`config.mk`:
```
export PLATFORM = sky130hd
export DESIGN_NAME = fgc_config_word
export DESIGN_NICKNAME = d
export VERILOG_FILES = /design/src/rtl/fgc_pkg.sv /design/src/rtl/fgc_config_word.sv /design/src/rtl/fgc_flag_latch.sv
export SDC_FILE = /design/constraint.sdc
export NUM_CORES = 1
export LEC_CHECK = 0
export BUFFER_PORTS_ARGS = -buffer_cell sky130_fd_sc_hd__buf_2
export CAP_MARGIN = 20
export CORE_ASPECT_RATIO = 1.5
export CORE_UTILIZATION = 24
export CTS_BUF_LIST = sky130_fd_sc_hd__clkbuf_4 sky130_fd_sc_hd__clkbuf_8
export CTS_CLUSTER_DIAMETER = 100
export DETAILED_ROUTE_END_ITERATION = 12
export SYNTH_ARGS = -nofsm -noshare
export SYNTH_HDL_FRONTEND = slang
export SYNTH_SLANG_ARGS = --single-unit
```
`constraint.sdc`:
```
create_clock -name i_sys_clk -period 2.65 [get_ports i_sys_clk]
set_clock_uncertainty 0.2 [all_clocks]
set_input_delay 0.3975 -clock i_sys_clk [delete_from_list [all_inputs] [get_ports i_sys_clk]]
set_output_delay 0.3975 -clock i_sys_clk [all_outputs]
set_load 0.1 [all_outputs]
```
`src/rtl/fgc_pkg.sv`:
```
// package: configuration word layout, reset values and carriers
package fgc_pkg;

  // ==========================================================
  // configuration word field positions
  localparam int unsigned CFG_W            = 16;
  localparam int unsigned BIT_DIR_IRQ_EN   = 10;
  localparam int unsigned BIT_SOFT_PD      = 9;
  localparam int unsigned BIT_CLR_TALLIES  = 8;
  localparam int unsigned BIT_CLR_IRQ      = 7;
  localparam int unsigned BIT_TALLY_SEL    = 6;
  localparam int unsigned BIT_ZERO_CAL     = 5;
  localparam int unsigned BIT_CMP_IRQ_EN   = 4;
  localparam int unsigned BIT_DG_HIGH      = 3;
  localparam int unsigned BIT_DG_LOW       = 2;
  localparam int unsigned BIT_CG_HIGH      = 1;
  localparam int unsigned BIT_CG_LOW       = 0;

  // ==========================================================
  // reset values
  localparam logic [CFG_W-1:0] CFG_RESET   = 16'h0000;
  localparam logic [1:0]       GUARD_RESET = 2'h0;
  localparam int unsigned      TALLY_W     = 32;
  localparam logic [TALLY_W-1:0] TALLY_RESET = 32'h0000_0000;

  // ==========================================================
  // stored configuration state
  typedef struct packed {
    logic       direction_irq_enable;
    logic       soft_powerdown;
    logic       tally_select;
    logic       input_zero_calibration;
    logic       compare_irq_enable;
    logic [1:0] discharge_guard;  // {high, low}
    logic [1:0] charge_guard;     // {high, low}
  } fgc_cfg_t;

  // latched status flags
  typedef struct packed {
    logic discharge_overcurrent_flag;
    logic charge_overcurrent_flag;
    logic compare_match_flag;
    logic flow_reversal_flag;
  } fgc_flags_t;

endpackage : fgc_pkg

```
`src/rtl/fgc_config_word.sv`:
```
// configuration word register bank of the fuel gauge
//
// Behaviour
// - bit 10 enables direction-change interrupt
// - bit 9 holds soft shutdown while set
// - writing bit 8 clears both tallies
// - writing bit 7 clears four status flags
// - bit 6 picks charge or discharge tally
// - bit 5 grounds sense input internally
// - calibration mode stops both tallies counting
// - overcurrent detection stays on during calibration
// - bit 4 enables compare and its interrupt
// - bits 3:2 drive discharge switch; keep 2 low
// - bits 1:0 drive charge switch; keep 0 low
// - powerdown pin low holds hard shutdown
// - status select echo mirrors bit 6
// - soft shutdown also clears flow reversal flag
`timescale 1ns/1ps
module fgc_config_word (
  // clock and reset
  input  wire logic                      i_sys_clk,
  input  wire logic                      i_rst_n,
  // configuration word write from the serial link decoder
  input  wire logic                      i_cfg_wr,
  input  wire logic [fgc_pkg::CFG_W-1:0] i_cfg_data,
  // powerdown pin, asynchronous
  input  wire logic                      i_powerdown_pin_n,
  // events from the sense front end and comparator logic
  input  wire logic                      i_tally_charge_inc,
  input  wire logic                      i_tally_discharge_inc,
  input  wire logic                      i_discharge_overcurrent,
  input  wire logic                      i_charge_overcurrent,
  input  wire logic                      i_compare_match,
  input  wire logic                      i_flow_reversal,
  // controls to the analog side
  output logic                           o_zero_cal_ground,
  output logic                           o_soft_powerdown,
  output logic                           o_hard_powerdown,
  output logic                           o_compare_enable,
  output logic [1:0]                     o_discharge_switch_drive,
  output logic [1:0]                     o_charge_switch_drive,
  // read path
  output logic [fgc_pkg::TALLY_W-1:0]    o_tally_read,
  output fgc_pkg::fgc_flags_t            o_flags,
  output logic                           o_tally_select_echo,
  output logic                           o_irq
);
  import fgc_pkg::*;

  fgc_cfg_t               cfg_q;
  logic                   clr_tallies_q;
  logic                   clr_irq_q;
  logic [1:0]             pd_sync_q;
  logic                   hard_pd_q;
  logic [TALLY_W-1:0]     chg_tally_q;
  logic [TALLY_W-1:0]     dis_tally_q;
  logic [TALLY_W-1:0]     tally_read_q;
  logic                   echo_q;
  logic                   irq_q;
  logic                   soft_pd_out_q;
  logic                   zero_cal_q;
  logic                   cmp_en_q;
  logic [1:0]             dis_drive_q;
  logic [1:0]             chg_drive_q;
  logic [3:0]             flag_set;
  logic [3:0]             flag_clr;
  logic [3:0]             flag_val;
  logic                   counting;

  // ==========================================================
  // configuration word storage; bits 15:11 have no storage
  always_ff @(posedge i_sys_clk) begin
    if (!i_rst_n) begin
      cfg_q <= '0;
    end else if (i_cfg_wr) begin
      cfg_q.direction_irq_enable   <= i_cfg_data[BIT_DIR_IRQ_EN];
      cfg_q.soft_powerdown         <= i_cfg_data[BIT_SOFT_PD];
      cfg_q.tally_select           <= i_cfg_data[BIT_TALLY_SEL];
      cfg_q.input_zero_calibration <= i_cfg_data[BIT_ZERO_CAL];
      cfg_q.compare_irq_enable     <= i_cfg_data[BIT_CMP_IRQ_EN];
      cfg_q.discharge_guard <= {i_cfg_data[BIT_DG_HIGH],
                                i_cfg_data[BIT_DG_LOW]};
      cfg_q.charge_guard    <= {i_cfg_data[BIT_CG_HIGH],
                                i_cfg_data[BIT_CG_LOW]};
    end
  end

  // ==========================================================
  // one-shot clear actions, live for one cycle after the write
  // the clear bits have no storage, so only the write that carries
  // them acts; a later write with them low leaves everything alone
  always_ff @(posedge i_sys_clk) begin
    if (!i_rst_n) begin
      clr_tallies_q <= 1'b0;
      clr_irq_q     <= 1'b0;
    end else begin
      clr_tallies_q <= i_cfg_wr & i_cfg_data[BIT_CLR_TALLIES];
      clr_irq_q     <= i_cfg_wr & i_cfg_data[BIT_CLR_IRQ];
    end
  end

  // ==========================================================
  // powerdown pin synchroniser and hard shutdown
  // only the second stage is read; the first may go metastable
  always_ff @(posedge i_sys_clk) begin
    if (!i_rst_n) begin
      pd_sync_q <= 2'b11;
      hard_pd_q <= 1'b0;
    end else begin
      pd_sync_q <= {pd_sync_q[0], i_powerdown_pin_n};
      hard_pd_q <= ~pd_sync_q[1];
    end
  end

  // ==========================================================
  // coulomb tallies
  // a clear outranks any count in the same cycle
  // sense path is grounded in calibration, so nothing advances
  assign counting = ~cfg_q.input_zero_calibration &
                    ~cfg_q.soft_powerdown & ~hard_pd_q;

  always_ff @(posedge i_sys_clk) begin
    if (!i_rst_n) begin
      chg_tally_q <= TALLY_RESET;
      dis_tally_q <= TALLY_RESET;
    end else if (clr_tallies_q) begin
      chg_tally_q <= TALLY_RESET;
      dis_tally_q <= TALLY_RESET;
    end else if (counting) begin
      if (i_tally_charge_inc) begin
        chg_tally_q <= chg_tally_q + 32'h0000_0001;
      end
      if (i_tally_discharge_inc) begin
        dis_tally_q <= dis_tally_q + 32'h0000_0001;
      end
    end
  end

  // ==========================================================
  // tally read mux and select echo
  always_ff @(posedge i_sys_clk) begin
    if (!i_rst_n) begin
      tally_read_q <= TALLY_RESET;
      echo_q       <= 1'b0;
    end else begin
      tally_read_q <= cfg_q.tally_select ? chg_tally_q
                                         : dis_tally_q;
      echo_q       <= cfg_q.tally_select;
    end
  end

  // ==========================================================
  // status flags; overcurrent not gated by calibration
  assign flag_set[3] = i_discharge_overcurrent & ~hard_pd_q;
  assign flag_set[2] = i_charge_overcurrent & ~hard_pd_q;
  assign flag_set[1] = i_compare_match & cfg_q.compare_irq_enable &
                       ~cfg_q.soft_powerdown;
  assign flag_set[0] = i_flow_reversal & ~cfg_q.soft_powerdown;
  // soft shutdown clears every flag, including flow reversal
  assign flag_clr    = {4{clr_irq_q | cfg_q.soft_powerdown}};
  // a set and a clear in one cycle leave the flag set

  genvar g;
  generate
    for (g = 0; g < 4; g++) begin : g_flag
      fgc_flag_latch u_flag (
        .i_sys_clk (i_sys_clk),
        .i_rst_n   (i_rst_n),
        .i_set     (flag_set[g]),
        .i_clr     (flag_clr[g]),
        .o_flag    (flag_val[g])
      );
    end
  endgenerate

  // ==========================================================
  // interrupt request from enabled flags
  // overcurrent flags always request; compare and reversal only
  // while their enable bits are set
  always_ff @(posedge i_sys_clk) begin
    if (!i_rst_n) begin
      irq_q <= 1'b0;
    end else begin
      irq_q <= flag_val[3] | flag_val[2] |
               (flag_val[1] & cfg_q.compare_irq_enable) |
               (flag_val[0] & cfg_q.direction_irq_enable);
    end
  end

  // ==========================================================
  // analog side controls
  // each control is registered so every output leaves a flop
  always_ff @(posedge i_sys_clk) begin
    if (!i_rst_n) begin
      soft_pd_out_q <= 1'b0;
      zero_cal_q    <= 1'b0;
      cmp_en_q      <= 1'b0;
      dis_drive_q   <= GUARD_RESET;
      chg_drive_q   <= GUARD_RESET;
    end else begin
      soft_pd_out_q <= cfg_q.soft_powerdown;
      zero_cal_q    <= cfg_q.input_zero_calibration;
      cmp_en_q      <= cfg_q.compare_irq_enable;
      dis_drive_q   <= cfg_q.discharge_guard;
      chg_drive_q   <= cfg_q.charge_guard;
    end
  end

  assign o_zero_cal_ground        = zero_cal_q;
  assign o_soft_powerdown         = soft_pd_out_q;
  assign o_hard_powerdown         = hard_pd_q;
  assign o_compare_enable         = cmp_en_q;
  assign o_discharge_switch_drive = dis_drive_q;
  assign o_charge_switch_drive    = chg_drive_q;
  assign o_tally_read             = tally_read_q;
  assign o_flags                  = fgc_flags_t'(flag_val);
  assign o_tally_select_echo      = echo_q;
  assign o_irq                    = irq_q;

endmodule : fgc_config_word

```
`src/rtl/fgc_flag_latch.sv`:
```
// one sticky status flag with set-wins-over-clear
`timescale 1ns/1ps
module fgc_flag_latch (
  // clock and reset
  input  wire logic i_sys_clk,
  input  wire logic i_rst_n,
  // event and clear
  input  wire logic i_set,
  input  wire logic i_clr,
  // flag
  output logic      o_flag
);
  import fgc_pkg::*;

  logic flag_q;

  // ==========================================================
  // latch
  always_ff @(posedge i_sys_clk) begin
    if (!i_rst_n) begin
      flag_q <= 1'b0;
    end else if (i_set) begin
      flag_q <= 1'b1;
    end else if (i_clr) begin
      flag_q <= 1'b0;
    end
  end

  assign o_flag = flag_q;

endmodule : fgc_flag_latch

```
==> flow_summary.toml, run 1 <==
[floorplanning]
start_util_pct = 24.3
ios = 72
rows = 65
core_um2 = 21000
die_y_um = 181
dieArea_um2 = 21900
die_w_um = 121

[critical_path]
endpoint_kind = "flip-flop"
r2r_cells = 6
cp_max_fo = 17
worstSetupPathType = "flip-flop to flip-flop"
cp.arrival_ns = 2.68
r2r-end = "dis_tally_q[21]"
critPathLaunchType = "flip-flop"
crit_required_ns = 2.80
reg2reg_from = "cfg_q[7]"
rrSetupSlack_ns = 0.12

[route]
ant_nets = 0
drt_drc_violations_left = 0
drtPass1Iterations = 5
postRouteWirelength_um = 11700
drt-vias-per-instance = 4.58
wl_per_cell_um = 13.2
vias = 4073
drtIter0Drc = 118

[global_route]
grt_overflow = 0
track_usage_pct = 11.4
grt_pass1_wl_um = 19700
antenna_found_initial = 0
grt_max_degree = 41
grt_pass1_vias = 3945

[yosys]
synthFlopType = "dfxtp_1"
postSynthCellCount = 542
synth_warnings = 0
synth_cell_type_count = 36
synth.net_count = 570
ys_async_sr_fraction_pct = 0
synth_edf_count = 0
ys_seq_elements = 123
yosysSeqAreaShare_pct = 48.2
syn_area_per_cell_um2 = 9.43
syn_area_um2 = 5110

[hold_path]
hp-class = "input port to flip-flop"
hold_depth = 3
hold_start = "i_cfg_data[0]"
hold_end = "cfg_q[0]"

[power]
leakagePower_nw = 2.22
p_per_area_nw_per_um2 = 656
clkPwrFrac_pct = 47.5
p_total_mw = 4.12
power_frac_seq_pct = 46.1
ir_drop_mv = 0.244
switching_share_pct = 23.1
p_int_mw = 3.17
p_sw_uw = 949
combPwrFrac_pct = 6.4

[sta]
report.final.slew_viol_count = 0
period_needed_ns = 2.53
grt_setup_unrepaired = "no"
setup_violations = 0
tightestPinTransition_ns = 0.768
finalSetupTns_ns = 0
post-route-period-util_pct = 95.4
whs_ns = 0.0348
timing.final.ws_setup_ns = 0.123
slew_headroom_pct = 48.1
finalHoldViolations = 0
fmax_mhz = 396

[finish]
drive_gt1_share_pct = 19.9
final_nets = 637
num_antenna_cells = 0
final_util_pct = 29.9
synthToLayoutAreaGrowth_pct = 23.0
regArea_um2 = 2470
multi_input_area_um2 = 2430
fin_cells = 890
nFillCells = 2242
fin_area_um2 = 6280

[run]
drv_cap = 0

[cts]
post-cts-setup-buffers = 0
cts_root_buf = "clkbuf_8"
clock_latency_ns = 0.43
clk_pin_slew_ns = 0.07
cts_tree = "yes"
cts_max_level = 4
clock_sinks = 123
cts_buffers = 17
clockBufferDepth = 2

[placement]
hpwl_um = 8260
post_dp_cell_area_um2 = 5750
place_ws_ns = 0.0616
dp.cells = 853
gp_congestion = 0.744
port_buffers = 66

[outcome]
status = "finished clean"
[synth_stat cells, types with 4 or more instances]
| cell | n | share of area (%) |
|---|---|---|
| a21oi_1 | 45 | 4.4 |
| and2_1 | 9 | 1.1 |
| and3_1 | 5 | 0.61 |
| and4_1 | 8 | 1.4 |
| buf_4 | 4 | 0.59 |
| clkbuf_1 | 29 | 2.1 |
| dfxtp_1 | 123 | 48 |
| inv_1 | 9 | 0.66 |
| mux2i_1 | 43 | 8.4 |
| nand2_1 | 25 | 1.8 |
| nand2b_1 | 6 | 0.73 |
| nand3_1 | 17 | 1.7 |
| nand4_1 | 21 | 2.6 |
| nor2_1 | 24 | 1.8 |
| nor2b_1 | 47 | 5.8 |
| nor3_1 | 5 | 0.49 |
| o21ai_0 | 20 | 2.0 |
| o31ai_1 | 19 | 2.8 |
| or3_1 | 20 | 2.4 |
| or4_1 | 22 | 3.2 |
| xnor2_1 | 12 | 2.1 |
| xor2_1 | 8 | 1.4 |
[registers in the layout (all words and copies together), names as in the netlist, 2 cells and up]
| signal | cells |
|---|---|
| g_flag.u_flag.o_flag | 4 |
| dis_tally_q | 32 |
| o_tally_read | 32 |
| o_discharge_switch_drive | 2 |
| chg_tally_q | 32 |
| pd_sync_q | 2 |
| cfg_q | 9 |
| o_charge_switch_drive | 2 |
[what timing repair did]
action                                  in CTS  in global routing
hold buffers                                 5                  0
endpoints found under the setup margin       0                  2
endpoints found under the hold margin        5                  0
gates resized for setup                      0                  2
[power by group through the flow]
stage,combinational (mW),clock (mW),sequential (mW)
6_report,0.264,1.96,1.90
5_1_grt,0.283,2.09,1.90
4_1_cts,0.269,2.01,1.90
3_5_place_dp,0.263,0,1.94
3_3_place_gp,0.261,0,1.94
2_1_floorplan,0.152,0,1.99
[worst max path at each step]
stage / startpoint / endpoint / slack, ns / cells after the start
after floorplan: o_hard_powerdown / chg_tally_q[19] / 0.06 / 6
after global placement: i_tally_discharge_inc / dis_tally_q[25] / 0.05 / 6
after detailed placement: i_tally_discharge_inc / dis_tally_q[21] / 0.06 / 7
after CTS: cfg_q[5] / dis_tally_q[21] / 0.08 / 6
after global routing: cfg_q[7] / dis_tally_q[25] / 0.02 / 5
final: cfg_q[7] / dis_tally_q[21] / 0.12 / 6
[layer usage]
metal / global-route usage [%] / vias up / part of all wire (%)
li1: - / 2062 / -
met1: 12.1 / 1948 / 41
met2: 21.0 / 53 / 55
met3: 2.59 / 10 / 3.1
met4: 4.74 / 0 / 1.5
met5: 0 / - / 0
[cells by family (layout without fill, tap and decap cells)]
logic type               count (synthesis)  count (layout)  share of synthesized area, %
AO/OA/AOI/OAI                           88              88                          9.85
XOR/XNOR                                20              20                          3.43
adder cells (fa/ha/maj)                  2               2                         0.490
buffers and inverters                   48             128                          4.29
flip-flops                             123             123                          48.2
multiplexers                            43              43                          8.43
AND/OR/NAND/NOR                        218             218                          25.3
[cells in the final DEF (no fill, tap or decap), types with 3 or more instances in the layout]
cell type,instances
a21oi_1,45
and2_1,9
and3_1,5
and4_1,8
buf_12,3
buf_2,66
buf_4,13
bufinv_16,5
clkbuf_8,20
clkinv_2,3
dfxtp_1,120
dlygate4sd3_1,5
inv_1,9
mux2i_1,43
nand2_1,25
nand2b_1,5
nand3_1,17
nand4_1,21
nor2_1,24
nor2b_1,47
nor3_1,5
nor4_1,3
o21ai_0,20
o31ai_1,19
or3_1,20
or4_1,21
xnor2_1,12
xor2_1,8
[cell type report]
class	count	area share [%]
Sequential cell	123	39.3
Multi-Input combinational cell	371	38.7
Timing Repair Buffer	87	8.56
Tap cell	268	5.34
Clock buffer	21	4.50
Clock inverter	11	3.03
Inverter	9	0.538
[worst max-delay path: stages (launching register included)]
cell and delay [ns]:
dfxtp_1 0.36, or4b_4 0.54, or4_1 0.52, buf_4 0.20, buf_4 0.16, or3_1 0.31
a21oi_1 0.16
No activity file was read; power rests on OpenSTA's default activity.
==> run 2: changes to the inputs <==
--- a/config.mk
+++ b/config.mk
@@ -9,7 +9,7 @@
 export CAP_MARGIN = 20
 export CORE_ASPECT_RATIO = 1.5
 export CORE_UTILIZATION = 24
-export CTS_BUF_LIST = sky130_fd_sc_hd__clkbuf_4 sky130_fd_sc_hd__clkbuf_8
+export CTS_BUF_LIST = sky130_fd_sc_hd__clkbuf_2
 export CTS_CLUSTER_DIAMETER = 100
 export DETAILED_ROUTE_END_ITERATION = 12
 export SYNTH_ARGS = -nofsm -noshare
==> run 2 against run 1 <==
Critical path depth shrank 1. Setup slack lost 0.034 ns. Design area rose by 0.92%. First-iteration DRC count up 5.1%. Critical endpoint is now dis_tally_q[27]. Die area unchanged. Largest cell class unchanged.
==> flow_summary.toml, run 2 (synthesis gave the netlist of run 1 again) <==
[outcome]
status = "finished clean"

[global_route]
grt_max_degree = 41
antenna_found_initial = 1
track_usage_pct = 11.6
grt_pass1_vias = 4077
grt_pass1_wl_um = 20100
grt_overflow = 0

[floorplanning]
die_w_um = 121
start_util_pct = 24.3
dieArea_um2 = 21900
rows = 65
ios = 72
core_um2 = 21000
die_y_um = 181

[cts]
post-cts-setup-buffers = 0
cts_tree = "yes"
cts_max_level = 4
clk_pin_slew_ns = 0.19
clock_sinks = 123
clock_latency_ns = 0.66
cts_root_buf = "clkbuf_2"
cts_buffers = 17
clockBufferDepth = 2

[power]
clkPwrFrac_pct = 39.1
switching_share_pct = 25.4
p_sw_uw = 918
p_per_area_nw_per_um2 = 571
power_frac_seq_pct = 52.6
ir_drop_mv = 0.249
p_total_mw = 3.62
p_int_mw = 2.70
combPwrFrac_pct = 8.3
leakagePower_nw = 2.25

[route]
vias = 4152
ant_nets = 0
drtPass1Iterations = 4
postRouteWirelength_um = 12000
drt_drc_violations_left = 0
wl_per_cell_um = 13.1
drt-vias-per-instance = 4.54
drtIter0Drc = 124

[sta]
slew_headroom_pct = 47.5
fmax_mhz = 391
finalSetupTns_ns = 0
report.final.slew_viol_count = 0
setup_violations = 0
post-route-period-util_pct = 96.6
whs_ns = 0.130
period_needed_ns = 2.56
finalHoldViolations = 0
tightestPinTransition_ns = 0.776
grt_setup_unrepaired = "no"

[finish]
layout_commonest_cell = "dfxtp_1"
final_nets = 661
fin_cells = 915
synthToLayoutAreaGrowth_pct = 24.1
most-common-layout-cells = "dfxtp_1 (120), buf_2 (66), nor2b_1 (47)"
final_util_pct = 30.2
drive_gt1_share_pct = 18.6

[critical_path]
cp_cell_sequence = "or4b_4 -> or4_1 -> buf_4 -> or4_1 -> a21oi_1"
crit_required_ns = 3.03
cp.arrival_ns = 2.94
cpPeakStageDelay_ns = 0.55
crit_top_cell = "or4_1"
critPathLaunchType = "flip-flop"
worstSetupPathType = "flip-flop to flip-flop"
endpoint_kind = "flip-flop"
path_buf_inv = 1
critical_path.top_delay_family = "simple AND/OR/NAND/NOR gates"
critPathSlowestCell = "or4b_4"
cp_max_fo = 17

[placement]
hpwl_um = 8260
gp_congestion = 0.744
port_buffers = 66
dp.cells = 853

[hold_path]
hp-class = "input port to flip-flop"

[run]
drv_cap = 0
-- run 2: cell count changes in the layout (fill, tap and decap cells not counted), sizes merged --
cell / delta
diode: +1
clkinv: +3
clkbuf: -3
dlygate4sd3: +24
-- run 2: area by class of cell --
class	count	area (um^2)
Fill cell	2251	14600
Sequential cell	123	2470
Multi-Input combinational cell	371	2430
Timing Repair Buffer	111	778
Tap cell	268	335
Clock inverter	14	201
Clock buffer	18	90.1
Inverter	9	33.8
Antenna cell	1	2.50
-- run 2: path summary, 6_finish.rpt --
check | start | end | slack [ns] | cells after the start
max | cfg_q[5] | dis_tally_q[27] | 0.09 | 5
min | i_tally_discharge_inc | dis_tally_q[1] | 0.13 | 5
max reg2reg | cfg_q[5] | dis_tally_q[27] | 0.09 | 5
min reg2reg | pd_sync_q[1] | o_hard_powerdown | 0.19 | 1
-- run 2: metal layers --
metal	track usage (%)	up-vias	share of wire, %
li1	-	2111	-
met2	21.4	39	55
met1	12.4	1987	41
met3	2.75	15	2.5
met5	0	-	0
met4	4.74	0	1.5
-- run 2: per-stage QoR --
step	setup slack [ns]	area (um^2)
2_1_floorplan	0.0648	5110
3_3_place_gp	0.0498	5750
3_5_place_dp	0.0616	5750
4_1_cts	0.0440	6340
5_1_grt	0.00404	6340
6_report	0.0892	6340
-- run 2: worst reg2reg max path, stage by stage (launching register included) --
cell     delay (ns)
dfxtp_2        0.39
or4b_4         0.55
or4_1          0.52
buf_4          0.20
or4_1          0.47
a21oi_1        0.15
-- run 2: power groups by stage --
stage               Clock, mW  Sequential (mW)  Combinational, mW
floorplan                   0             1.99              0.152
global placement            0             1.94              0.261
detailed placement          0             1.94              0.263
CTS                      1.47             1.90              0.300
global route             1.56             1.91              0.318
finish                   1.42             1.90              0.299
-- run 2: repair_timing --
action                                  CTS  global route
resized for setup                         0             1
endpoints found under the setup margin    0             4
endpoints found under the hold margin    42             0
hold buffers                             29             0
==> run 3: changes to the inputs <==
--- a/config.mk
+++ b/config.mk
@@ -5,6 +5,7 @@
 export SDC_FILE = /design/constraint.sdc
 export NUM_CORES = 1
 export LEC_CHECK = 0
+export ABC_AREA = 0
 export BUFFER_PORTS_ARGS = -buffer_cell sky130_fd_sc_hd__buf_2
 export CAP_MARGIN = 20
 export CORE_ASPECT_RATIO = 1.5
@@ -14,4 +15,5 @@
 export DETAILED_ROUTE_END_ITERATION = 12
 export SYNTH_ARGS = -nofsm -noshare
 export SYNTH_HDL_FRONTEND = slang
+export SYNTH_HIERARCHICAL = 1
 export SYNTH_SLANG_ARGS = --single-unit
==> run 3 against run 2 <==
Clock power hardly changed. Combinational power is 4% higher. Flip-flop and latch count stayed put.
==> flow_summary.toml, run 3 <==
[cts]
clock_latency_ns = 0.72
cts_buffers = 17
cts_tree = "yes"
clock_sinks = 123
cts_max_level = 4
clk_pin_slew_ns = 0.22
clockBufferDepth = 2
cts_root_buf = "clkbuf_2"

[sta]
slew_headroom_pct = 57.7
period_needed_ns = 2.55
finalSetupTns_ns = 0
setup_violations = 0
finalHoldViolations = 0
post-route-period-util_pct = 96.4
tightestPinTransition_ns = 0.635
report.final.slew_viol_count = 0
fmax_mhz = 391
grt_setup_unrepaired = "no"

[floorplanning]
dieArea_um2 = 22300
rows = 65
start_util_pct = 24.6
core_um2 = 21100
die_y_um = 182
die_w_um = 122
ios = 72

[placement]
port_buffers = 66
gp_congestion = 0.772
post_dp_cell_area_um2 = 5870
hpwl_um = 8700

[power]
power_frac_seq_pct = 52.9
combPwrFrac_pct = 8.6
p_int_mw = 2.62
p_per_area_nw_per_um2 = 556
clkPwrFrac_pct = 38.5
p_sw_uw = 980
leakagePower_nw = 2.30
switching_share_pct = 27.2
ir_drop_mv = 0.367

[global_route]
grt_overflow = 0
grt_pass1_wl_um = 20900
antenna_found_initial = 1
grt_max_degree = 39
track_usage_pct = 12.1
grt_pass1_vias = 4203

[yosys]
synth_top_area_cell = "dfxtp_1"
synth.net_count = 578
synth.most_common_cell = "dfxtp_1"
postSynthCellCount = 550
synth_area_leaders = "dfxtp_1 (47%), mux2i_1 (8.5%), nor2b_1 (5.5%), a21oi_1 (4.1%), or4_1 (3.9%)"
synth_warnings = 6
yosys.area.top_type_share_pct = 47.3
synthFlopType = "dfxtp_1"
syn_area_per_cell_um2 = 9.46
syn_area_um2 = 5200
ys_seq_elements = 123
synth_edf_count = 0
yosysSeqAreaShare_pct = 47.3
synth_cell_type_count = 39
ys_async_sr_fraction_pct = 0
synthTopCellsByCount = "dfxtp_1 (123), nor2b_1 (46), mux2i_1 (44)"

[route]
drtIter0Drc = 193
wl_per_cell_um = 13.5
drt-vias-per-instance = 4.66
vias = 4334
ant_nets = 0
drt_drc_violations_left = 0
drtPass1Iterations = 4
postRouteWirelength_um = 12500

[finish]
final_nets = 678
most-common-layout-cells = "dfxtp_1 (119), buf_2 (66), nor2b_1 (46)"
synthToLayoutAreaGrowth_pct = 24.4
fin_area_um2 = 6480
multi_input_area_um2 = 2570
layout_commonest_cell = "dfxtp_1"
regArea_um2 = 2470
drive_gt1_share_pct = 19.8
nFillCells = 2257

[outcome]
status = "finished clean"

[critical_path]
endpoint_kind = "flip-flop"
cp_max_fo = 11
worstSetupPathType = "flip-flop to flip-flop"
critPathLaunchType = "flip-flop"
cp.arrival_ns = 2.99
crit_required_ns = 3.09

[run]
drv_cap = 0

[hold_path]
hp-class = "input port to flip-flop"
-- run 3: power by group through the flow --
stage          Sequential [mW]  Combinational, mW  Clock (mW)
6_report                  1.91              0.311        1.39
5_1_grt                   1.91              0.334        1.51
4_1_cts                   1.91              0.312        1.45
3_5_place_dp              1.94              0.273           0
3_3_place_gp              1.94              0.270           0
2_1_floorplan             2.02              0.127           0
-- run 3: layout make-up --
cell class | instances | area share (%)
diodes | 1 | 0.0386
clock buffers | 17 | 1.31
clock inverters | 14 | 3.05
inverters | 11 | 0.638
multi-input cells | 384 | 39.7
flip-flops and latches | 123 | 38.1
well taps | 268 | 5.18
repair buffers | 113 | 12.0
-- run 3: metrics by stage --
step	std cells	worst slack (ns)	util (%)	hold slack [ns]	total power, mW
after floorplan	550	0.00709	-	0.160	2.15
after global placement	869	0.0304	27.8	0.163	2.21
after detailed placement	869	0.0361	27.8	0.173	2.22
after CTS	930	0.0729	30.5	0.101	3.67
after global routing	931	0.00175	30.6	0.114	3.76
final	931	0.0951	30.6	0.185	3.60
-- run 3: repair_timing --
item	in CTS	in global routing
hold buffers	30	0
buffers inserted	0	0
resized for setup	0	7
endpoints found under the setup margin	0	3
hold endpoints to repair	40	0
-- run 3: kinds of logic after synthesis --
logic type | Yosys count | share of synthesized area, %
XOR/XNOR | 16 | 2.69
AND/OR/NAND/NOR | 228 | 26.8
adder cells (fa/ha/maj) | 2 | 0.481
buffers and inverters | 43 | 3.61
flip-flops | 123 | 47.3
multiplexers | 44 | 8.46
AO/OA/AOI/OAI | 94 | 10.6
-- run 3: path summary, 6_finish.rpt --
kind / depth (start not counted) / to / slack (ns) / startpoint
max reg2reg: 5 / dis_tally_q[29] / 0.1 / cfg_q[5]
min: 3 / pd_sync_q[0] / 0.19 / i_powerdown_pin_n
min reg2reg: 1 / o_hard_powerdown / 0.22 / pd_sync_q[1]
max: 5 / dis_tally_q[29] / 0.1 / cfg_q[5]
-- run 3: metal layers --
metal | GRT usage [%] | vias to the layer above | part of all wire (%)
li1 | - | 2184 | -
met5 | 0 | - | 0
met4 | 6.05 | 0 | 2.1
met3 | 2.91 | 18 | 3.2
met1 | 13.1 | 2062 | 41
met2 | 21.5 | 70 | 54
-- run 3: critical path: stages, from the launching register on --
cell	delay [ns]
dfxtp_2	0.37
or4b_4	0.56
or4_4	0.53
buf_6	0.16
or4_1	0.52
a21oi_2	0.14
